**src/glfa_defs.svh**
```systemverilog
// Register offsets, field positions and timing constants of the genlock frame aligner
`ifndef GLFA_DEFS_SVH
`define GLFA_DEFS_SVH
`define GLFA_IDX_MODE 8'h00
`define GLFA_IDX_STATUS 8'h01
`define GLFA_IDX_REFDIV 8'h03
`define GLFA_IDX_HIZ 8'h08
`define GLFA_IDX_RATIO 8'h09
`define GLFA_IDX_OPPL 8'h0B
`define GLFA_IDX_OLPFM 8'h0D
`define GLFA_IDX_RLPFM 8'h0F
`define GLFA_IDX_OFFSET 8'h11
`define GLFA_IDX_HPERIOD 8'h14
`define GLFA_MODE_GENLOCK 7
`define GLFA_MODE_HOLDOVER 6
`define GLFA_RATIO_INIT 14
`define GLFA_RATIO_ENABLE 15
`define GLFA_HIZ_FRAME 2
`define GLFA_ST_HD 2
`define GLFA_ST_SD 1
`define GLFA_ST_VALID 0
`define GLFA_HTOL 16'h0010
`define GLFA_LOCK_RUN 2'h3
`define GLFA_RST_MODE 8'h00
`define GLFA_RST_HPERIOD 16'h035A
`define GLFA_RST_OPPL 13'h06B4
`define GLFA_RST_LPFM 12'h020D
`define GLFA_HTRANS_NONSEQ 2'h2
`endif

```
**src/glfa_pkg.sv**
```systemverilog
// Types of the genlock frame aligner
package glfa_pkg;
    typedef struct packed {
        logic hd_sync1;
        logic hd_sync2;
        logic div_sync1;
        logic div_sync2;
        logic rail_sync1;
        logic rail_sync2;
    } glfa_sync_s;
    typedef struct packed {
        logic [7:0] mode;
        logic [1:0] ref_div;
        logic [7:0] hiz;
        logic [15:0] ratio;
        logic [12:0] out_ppl;
        logic [11:0] out_lpfm;
        logic [11:0] ref_lines_per_frame;
        logic [11:0] line_offset;
        logic [15:0] h_period;
        logic wr_pend;
        logic [7:0] wr_idx;
        logic [31:0] rdata;
        glfa_sync_s sync;
        logic hsync_prev;
        logic [15:0] h_timer;
        logic [7:0] missing;
        logic ref_valid;
        logic vcxo_pll_locked;
        logic [1:0] lock_run;
        logic init_prev;
        logic armed;
        logic [11:0] ref_line;
        logic [12:0] ratio_cnt;
        logic [12:0] pix;
        logic [11:0] line;
        logic frame_pulse;
    } glfa_state_s;
endpackage : glfa_pkg

```
**src/glfa_top.sv**
```systemverilog
// Genlock frame alignment and reference and lock status with AHB-Lite registers
`timescale 1ns/1ns
`include "glfa_defs.svh"
module glfa_top
    import glfa_pkg::*;
(
    input wire logic hclk,
    input wire logic hresetn,
    input wire logic hsel,
    input wire logic [31:0] haddr,
    input wire logic [1:0] htrans,
    input wire logic hwrite,
    input wire logic [2:0] hsize,
    input wire logic hready,
    input wire logic [31:0] hwdata,
    output logic [31:0] hrdata,
    output logic hreadyout,
    output logic hresp,
    input wire logic hsync_in,
    input wire logic vsync_in,
    input wire logic phase_cmp_strobe,
    input wire logic phase_err_over,
    input wire logic hd_pll_lock_in,
    input wire logic divider_match_in,
    input wire logic vcxo_near_rail_in,
    output logic frame_start_pulse_o,
    output logic frame_start_pulse_oe,
    output logic reference_loss,
    output logic lock_fail,
    output logic freerun_active,
    output logic holdover_active
);

    glfa_state_s s_r;
    glfa_state_s s_nxt;

    function automatic logic [3:0] ref_div_value(input logic [1:0] code);
        case (code)
            2'b00: ref_div_value = 4'h2;
            2'b01: ref_div_value = 4'h1;
            2'b10: ref_div_value = 4'h5;
            default: ref_div_value = 4'h1;
        endcase
    endfunction : ref_div_value

    function automatic logic [31:0] read_reg(input glfa_state_s st, input logic [7:0] idx);
        read_reg = 32'h0000_0000;
        case (idx)
            `GLFA_IDX_MODE: read_reg = {24'h00_0000, st.mode};
            `GLFA_IDX_STATUS: begin
                read_reg[`GLFA_ST_HD] = st.sync.hd_sync2;
                read_reg[`GLFA_ST_SD] = st.vcxo_pll_locked;
                read_reg[`GLFA_ST_VALID] = st.ref_valid;
            end
            `GLFA_IDX_REFDIV: read_reg = {30'h0000_0000, st.ref_div};
            `GLFA_IDX_HIZ: read_reg = {24'h00_0000, st.hiz};
            `GLFA_IDX_RATIO: read_reg = {16'h0000, st.ratio};
            `GLFA_IDX_OPPL: read_reg = {19'h0_0000, st.out_ppl};
            `GLFA_IDX_OLPFM: read_reg = {20'h0_0000, st.out_lpfm};
            `GLFA_IDX_RLPFM: read_reg = {20'h0_0000, st.ref_lines_per_frame};
            `GLFA_IDX_OFFSET: read_reg = {20'h0_0000, st.line_offset};
            `GLFA_IDX_HPERIOD: read_reg = {16'h0000, st.h_period};
            default: read_reg = 32'h0000_0000;
        endcase
    endfunction : read_reg

    logic addr_ok;
    logic hsync_rise;
    logic coincide;
    logic line_match;
    logic h_good;
    logic h_miss;
    logic [11:0] thr;
    logic ref_ok;
    logic align_now;
    logic gl_en;

    always_comb begin
        s_nxt = s_r;
        addr_ok = hsel && hready && htrans == `GLFA_HTRANS_NONSEQ;
        gl_en = s_r.mode[`GLFA_MODE_GENLOCK];
        // Register write, data phase
        if (s_r.wr_pend) begin
            case (s_r.wr_idx)
                `GLFA_IDX_MODE: s_nxt.mode = hwdata[7:0];
                `GLFA_IDX_REFDIV: s_nxt.ref_div = hwdata[1:0];
                `GLFA_IDX_HIZ: s_nxt.hiz = hwdata[7:0];
                `GLFA_IDX_RATIO: s_nxt.ratio = hwdata[15:0];
                `GLFA_IDX_OPPL: s_nxt.out_ppl = hwdata[12:0];
                `GLFA_IDX_OLPFM: s_nxt.out_lpfm = hwdata[11:0];
                `GLFA_IDX_RLPFM: s_nxt.ref_lines_per_frame = hwdata[11:0];
                `GLFA_IDX_OFFSET: s_nxt.line_offset = hwdata[11:0];
                `GLFA_IDX_HPERIOD: s_nxt.h_period = hwdata[15:0];
                default: s_nxt.wr_pend = 1'b0;
            endcase
        end
        s_nxt.wr_pend = addr_ok && hwrite;
        s_nxt.wr_idx = haddr[9:2];
        // Status inputs synchronised
        s_nxt.sync.hd_sync1 = hd_pll_lock_in;
        s_nxt.sync.hd_sync2 = s_r.sync.hd_sync1;
        s_nxt.sync.div_sync1 = divider_match_in;
        s_nxt.sync.div_sync2 = s_r.sync.div_sync1;
        s_nxt.sync.rail_sync1 = vcxo_near_rail_in;
        s_nxt.sync.rail_sync2 = s_r.sync.rail_sync1;
        // H sync period check, V sync ignored
        s_nxt.hsync_prev = hsync_in;
        hsync_rise = hsync_in && !s_r.hsync_prev;
        h_good = hsync_rise && s_r.h_timer >= s_r.h_period - `GLFA_HTOL
            && s_r.h_timer <= s_r.h_period + `GLFA_HTOL;
        h_miss = !hsync_rise && s_r.h_timer >= s_r.h_period + `GLFA_HTOL;
        if (hsync_rise || h_miss) begin
            s_nxt.h_timer = 16'h0000;
        end else begin
            s_nxt.h_timer = s_r.h_timer + 16'h0001;
        end
        if (h_good) begin
            s_nxt.missing = 8'h00;
        end else if (h_miss && s_r.missing != 8'hFF) begin
            s_nxt.missing = s_r.missing + 8'h01;
        end
        thr = 12'(s_r.mode[3:0]) * 12'(ref_div_value(s_r.ref_div));
        ref_ok = gl_en && s_r.sync.div_sync2 && !s_r.sync.rail_sync2;
        if (!ref_ok || 12'(s_r.missing) > thr) begin
            s_nxt.ref_valid = 1'b0;
        end else if (h_good) begin
            s_nxt.ref_valid = 1'b1;
        end
        // Lock detector
        if (!s_r.ref_valid) begin
            s_nxt.vcxo_pll_locked = 1'b0;
            s_nxt.lock_run = 2'h0;
        end else if (phase_cmp_strobe) begin
            if (phase_err_over == s_r.vcxo_pll_locked) begin
                if (s_r.lock_run == `GLFA_LOCK_RUN - 2'h1) begin
                    s_nxt.vcxo_pll_locked = !s_r.vcxo_pll_locked;
                    s_nxt.lock_run = 2'h0;
                end else begin
                    s_nxt.lock_run = s_r.lock_run + 2'h1;
                end
            end else begin
                s_nxt.lock_run = 2'h0;
            end
        end
        // Reference frame decoder
        coincide = hsync_rise && vsync_in;
        line_match = 1'b0;
        if (coincide) begin
            s_nxt.ref_line = 12'h000;
            line_match = s_r.line_offset == s_r.ref_lines_per_frame;
            if (s_r.ratio_cnt + 13'h0001 >= s_r.ratio[12:0]) begin
                s_nxt.ratio_cnt = 13'h0000;
            end else begin
                s_nxt.ratio_cnt = s_r.ratio_cnt + 13'h0001;
            end
        end else if (hsync_rise) begin
            s_nxt.ref_line = s_r.ref_line + 12'h001;
            line_match = s_r.ref_line + 12'h001 == s_r.line_offset;
        end
        // Alignment arming
        s_nxt.init_prev = s_r.ratio[`GLFA_RATIO_INIT];
        if (!s_r.ratio[`GLFA_RATIO_ENABLE]) begin
            s_nxt.armed = 1'b0;
        end else if (s_r.ratio[`GLFA_RATIO_INIT] && !s_r.init_prev) begin
            s_nxt.armed = 1'b1;
        end
        align_now = s_r.armed && s_r.ratio[`GLFA_RATIO_ENABLE] && s_r.ref_valid
            && line_match && s_r.ratio_cnt == 13'h0000;
        // Output counters, free running between alignments
        if (align_now) begin
            s_nxt.pix = 13'h0000;
            s_nxt.line = 12'h000;
        end else if (s_r.pix + 13'h0001 >= s_r.out_ppl) begin
            s_nxt.pix = 13'h0000;
            if (s_r.line + 12'h001 >= s_r.out_lpfm) begin
                s_nxt.line = 12'h000;
            end else begin
                s_nxt.line = s_r.line + 12'h001;
            end
        end else begin
            s_nxt.pix = s_r.pix + 13'h0001;
        end
        s_nxt.frame_pulse = s_nxt.line == 12'h000;
        // Read data for the coming data phase
        s_nxt.rdata = s_r.rdata;
        if (addr_ok && !hwrite) begin
            s_nxt.rdata = read_reg(s_nxt, haddr[9:2]);
        end
    end

    always_ff @(posedge hclk or negedge hresetn) begin
        if (!hresetn) begin
            s_r <= '0;
            s_r.mode <= `GLFA_RST_MODE;
            s_r.h_period <= `GLFA_RST_HPERIOD;
            s_r.out_ppl <= `GLFA_RST_OPPL;
            s_r.out_lpfm <= `GLFA_RST_LPFM;
            s_r.ref_lines_per_frame <= `GLFA_RST_LPFM;
            s_r.line_offset <= `GLFA_RST_LPFM;
            s_r.ratio <= 16'h0001;
        end else begin
            s_r <= s_nxt;
        end
    end

    assign hrdata = s_r.rdata;
    assign hreadyout = 1'b1;
    assign hresp = 1'b0;
    assign frame_start_pulse_o = s_r.frame_pulse;
    assign frame_start_pulse_oe = !s_r.hiz[`GLFA_HIZ_FRAME];
    assign reference_loss = !s_r.ref_valid;
    assign lock_fail = !(s_r.ref_valid && s_r.vcxo_pll_locked && s_r.sync.hd_sync2);
    assign freerun_active = gl_en && !s_r.ref_valid
        && !s_r.mode[`GLFA_MODE_HOLDOVER];
    assign holdover_active = gl_en && !s_r.ref_valid && s_r.mode[`GLFA_MODE_HOLDOVER];

endmodule : glfa_top

```
**config.mk**
```make
export PLATFORM = sky130hd
export DESIGN_NAME = glfa_top
export DESIGN_NICKNAME = d
export VERILOG_FILES = /design/src/glfa_pkg.sv /design/src/glfa_top.sv
export VERILOG_INCLUDE_DIRS = /design/src
export SDC_FILE = /design/constraint.sdc
export NUM_CORES = 1
export LEC_CHECK = 0
export BUFFER_PORTS_ARGS = -buffer_cell sky130_fd_sc_hd__buf_2
export CAP_MARGIN = 20
export CELL_PAD_IN_SITES_DETAIL_PLACEMENT = 1
export CELL_PAD_IN_SITES_GLOBAL_PLACEMENT = 1
export CORE_MARGIN = 5
export CORE_UTILIZATION = 40
export CTS_BUF_LIST = sky130_fd_sc_hd__clkbuf_8
export DETAILED_ROUTE_END_ITERATION = 8
export PLACE_DENSITY_LB_ADDON = 0.1
export REMOVE_ABC_BUFFERS = 1
export SYNTH_ARGS = -nofsm -noshare
export SYNTH_HDL_FRONTEND = slang
export SYNTH_SLANG_ARGS = --single-unit
```
**constraint.sdc**
```tcl
create_clock -name hclk -period 4.4 [get_ports hclk]
set_input_delay 1.1 -clock hclk [delete_from_list [all_inputs] [get_ports hclk]]
set_output_delay 1.1 -clock hclk [all_outputs]
set_load 0.05 [all_outputs]
```
==> metrics.md <==
| Metric | Value |
|---|---|
| Result of the run | finished clean |
| Insertion delay of the later-clocked pin in the worst-skew pair | 0.54 ns |
| Count of max-cap constraint violations | 0 |
| RSZ-0062 raised after global routing | false |
| Global router's overall resource usage | 0.213 |
| Router iterations before antenna repair | 4 |
| Top cells by area, synth | sky130_fd_sc_hd__dfrtp_1, sky130_fd_sc_hd__ha_1, sky130_fd_sc_hd__mux2_2 |
| Most frequent cells in the layout | sky130_fd_sc_hd__dfrtp_1, sky130_fd_sc_hd__nor2_1, sky130_fd_sc_hd__mux2_2 |
| Placement-stage cell area | 13,800 um^2 |
| Final core utilization | 0.450 |
| Floorplan die height | 191 um |
| Clock slew at reported path FFs | 0.06 ns |
| Via count of the first global-routing pass | 10,700 |
| Gate count after technology mapping | 1,342 |
| Layer with the highest usage | met2 |
| Post-detail-place hpwl | 29,200 um |
| Fraction of final layout cells with drive strength greater than 1 | 0.193 |
| Max rail drop VDD | 178 uV |
| Transition at the pin with the smallest max-transition slack | 0.897 ns |
| Crit path capture type | register |
| Via count of the routed design | 10,200 |
| Ports placed on the boundary | 121 |
| Power per unit of standard cell area | 330 nW/um^2 |
| Met2 Resource Use GR | 0.342 |
| CP Launch Point | s_r[135]$_DFF_PN1_ |
| Combinational share of power | 0.141 |
| Endpoint of the worst-slack reg-to-reg timing path | s_r[62]$_DFFE_PN0P_ |
| Buffers inserted by post-CTS timing repair | 0 |
| Unique cell type count in the Yosys netlist | 72 |
| Horizontal extent of the die | 191 um |
| Minimum setup slack in the final design | 0.523 ns |
| Pint | 3390 uW |
| Routed Antenna Nets | 0 |
| Setup CP Type | reg -> reg |
| Min-delay src | s_nxt[82]$_DFF_PN0_ |
| GRT met1 Usage | 0.299 |
| Total CTS buffers | 40 |
| Signed area change from the synthesized netlist to the final layout | 11.4% |
| Part of the cycle the worst path needs | 0.881 |
| Global placer's final weighted congestion | 0.858 |
| Number of gates resized after CTS | 0 |
| Leak pwr | 0.00694 uW |
| Number of antenna cells inserted | 0 |
| Port buffer count | 59 |
| Fraction of power consumed by sequential logic | 0.459 |
| Post-Place Setup Slack | 0.544 ns |
| Most common cell after layout, fill and taps aside | sky130_fd_sc_hd__dfrtp_1 |
| Sequence of cells on the critical path | nand3_1, nor2_1, nand2_1, nor3_1, nand3_1, xor2_1, ha_1, a21oi_1, nor2b_1, o21ai_0, nand2b_1, o31ai_2, nor3_1, xnor2_1, nor2_1 |
| Proportion of register bits with asynchronous set or reset after synthesis | 1.00 |
| # rows | 66 |
| Post-layout nets | 1,574 |
| CP required | 4.82 ns |
| R2R depth | 15 |
| Clock H-tree levels | 2 |
| Number of DRC markers in iteration 0 | 489 |
| Maximum number of pins on one net before global-route repair | 96 |
| Worst hold path depth | 0 |
| Min Tclk post-route | 3.88 ns |
| First-pass GRT wire length | 61,200 um |
| Reg2reg start | s_r[135]$_DFF_PN1_ |
| Final hold violation count | 0 |
| Maximum fanout count along the critical path | 10 |
| Achievable frequency | 258 MHz |
| Warning count from the yosys run | 0 |
| WL per Instance | 20.7 um |
| Switching portion of total power | 0.295 |
| Post-Layout Inst Area | 14,600 um^2 |
| Total die area | 36,400 um^2 |
| Clock skew | 0.0171 ns |
| Initial antenna violation count | 0 |
| Area share of the largest cell type after synthesis | 0.358 |
| Highest-delay cell along the critical path | sky130_fd_sc_hd__o31ai_2 |
| Worst Path Arrival | 4.29 ns |
| Count of unresolved DRC violations after routing | 0 |
| Cell type with the highest aggregate area in the netlist | sky130_fd_sc_hd__dfrtp_1 |
| Leftover overflow at the end of global routing | 0 |
| TritonCTS Sinks | 212 |
| Synth Cell Area | 13,100 um^2 |
| Flip-flop and latch count after synthesis | 212 |
| CTS tree | built |
| Predominant post-synthesis flop cell | sky130_fd_sc_hd__dfrtp_1 |
| Worst setup slack for register-to-register paths | 0.52 ns |
| Crit-path max cell delay | 0.73 ns |
| Initial core utilization | 0.404 |
| Critical path startpoint category | register |
| Number of enable-type register cells in the synthesized netlist | 0 |
| Hold Crit Class | reg -> reg |
| Clk root buf | sky130_fd_sc_hd__clkbuf_8 |
| Max-slew violations | 0 |
| Tightest slew margin relative to the limit | 0.398 |
| Setup-failing EPs final | 0 |
| Seq/Total Area, Yosys | 0.408 |
| Share of power burned in the clock network | 0.401 |
| Quantity of hold-fixing buffers added after cts | 0 |
| Standard cell core area | 32,400 um^2 |
| Hold-critical path endpoint | s_r[82]$_DFF_PN0_ |
| Setup TNS | 0 ns |
| Number of vias per cell after detailed routing | 5.44 |
| Met3 track demand over resource in global routing | 0.0352 |
| Number of buffers on the longest clock path | 3 |
| Synthesized area per cell | 9.74 um^2 |
| Total wire length after detailed routing | 38,700 um |
| Switching pwr | 1420 uW |
-- worst max path at each step --
| stage | end | slack [ns] | cells after the start |
|---|---|---|---|
| floorplan | s_r[10]$_DFF_PN0_ | 0.84 | 5 |
| global placement | frame_start_pulse_o$_DFF_PN0_ | 0.67 | 15 |
| detailed placement | s_r[63]$_DFFE_PN0P_ | 0.54 | 15 |
| CTS | s_r[62]$_DFFE_PN0P_ | 0.55 | 15 |
| global route | s_r[62]$_DFFE_PN0P_ | 0.17 | 15 |
| finish | s_r[62]$_DFFE_PN0P_ | 0.52 | 15 |
-- cell families after synthesis --
| kind of cell | count (synthesis) | synth area share |
|---|---|---|
| xor gates and xnor gates | 101 | 0.0677 |
| DFF | 212 | 0.408 |
| and+or+nand+nor | 450 | 0.173 |
| buffers and inverters | 155 | 0.0553 |
| muxes | 103 | 0.0881 |
| other | 2 | 0.000575 |
| AOI/OAI and AO/OA | 229 | 0.119 |
| adders and majority gates | 90 | 0.0879 |
-- state kept, by name (all words and copies together) (netlist names) --
| signal | cells |
|---|---|
| gl_en | 1 |
| frame_start_pulse_o | 1 |
| s_r | 190 |
| s_nxt | 4 |
| hrdata | 16 |
-- power by group through the flow --
| stage | sequential [uW] | clock (uW) | combinational, uW |
|---|---|---|---|
| after detailed placement | 2240 | 0 | 682 |
| after global placement | 2230 | 0 | 659 |
| after global routing | 2220 | 2080 | 764 |
| after CTS | 2200 | 1990 | 688 |
| after floorplan | 2230 | 0 | 422 |
| final | 2200 | 1930 | 677 |
-- per-stage QoR --
step	hold slack, ns	total power, uW	std cells
floorplan	0.331	2650	1274
global placement	0.335	2890	1803
detailed placement	0.350	2920	1803
CTS	0.361	4880	1873
global route	0.368	5070	1873
finish	0.358	4810	1873
-- cells in the mapped netlist, types with 3 or more instances --
master / number
sky130_fd_sc_hd__a211o_1: 5
sky130_fd_sc_hd__a211oi_1: 11
sky130_fd_sc_hd__a21o_1: 11
sky130_fd_sc_hd__a21oi_1: 40
sky130_fd_sc_hd__a22o_1: 20
sky130_fd_sc_hd__a22oi_1: 9
sky130_fd_sc_hd__a31oi_1: 12
sky130_fd_sc_hd__a32o_1: 5
sky130_fd_sc_hd__a41o_1: 6
sky130_fd_sc_hd__and2_1: 9
sky130_fd_sc_hd__and3_1: 36
sky130_fd_sc_hd__buf_1: 3
sky130_fd_sc_hd__buf_2: 9
sky130_fd_sc_hd__buf_4: 34
sky130_fd_sc_hd__clkbuf_1: 37
sky130_fd_sc_hd__dfrtp_1: 187
sky130_fd_sc_hd__dfstp_2: 25
sky130_fd_sc_hd__fa_1: 3
sky130_fd_sc_hd__ha_1: 87
sky130_fd_sc_hd__inv_1: 71
sky130_fd_sc_hd__mux2_2: 95
sky130_fd_sc_hd__mux2i_1: 7
sky130_fd_sc_hd__nand2_1: 89
sky130_fd_sc_hd__nand2b_1: 11
sky130_fd_sc_hd__nand3_1: 58
sky130_fd_sc_hd__nand3b_1: 3
sky130_fd_sc_hd__nand4_1: 22
sky130_fd_sc_hd__nor2_1: 112
sky130_fd_sc_hd__nor2b_1: 31
sky130_fd_sc_hd__nor3_1: 43
sky130_fd_sc_hd__nor4_1: 15
sky130_fd_sc_hd__o211ai_1: 4
sky130_fd_sc_hd__o21a_1: 11
sky130_fd_sc_hd__o21ai_0: 64
sky130_fd_sc_hd__o22ai_1: 7
sky130_fd_sc_hd__o31ai_1: 3
sky130_fd_sc_hd__or3_1: 4
sky130_fd_sc_hd__xnor2_1: 62
sky130_fd_sc_hd__xor2_1: 39
-- area by class of cell --
type | count | area, um^2
flip-flops and latches | 212 | 5340
repair buffers | 87 | 515
multi-input cells | 991 | 7090
clock inverters | 17 | 65.1
clock buffers | 53 | 729
inverters | 71 | 267
well taps | 442 | 553
fillers | 3777 | 17800
-- critical path: cells and delay by family, from the launching register on --
| family | cells | cell delay, ns |
|---|---|---|
| adders and majority gates | 1 | 0.30 |
| AOI/OAI and AO/OA | 3 | 1.04 |
| xor gates and xnor gates | 2 | 0.35 |
| and+or+nand+nor | 9 | 1.43 |
| DFF | 1 | 0.65 |
-- metal layers --
metal	vias up	share of wire
met5	-	0
met4	0	0.027
met3	62	0.048
met2	172	0.46
met1	5102	0.46
li1	4854	-
(Power assumes the default switching activity.)
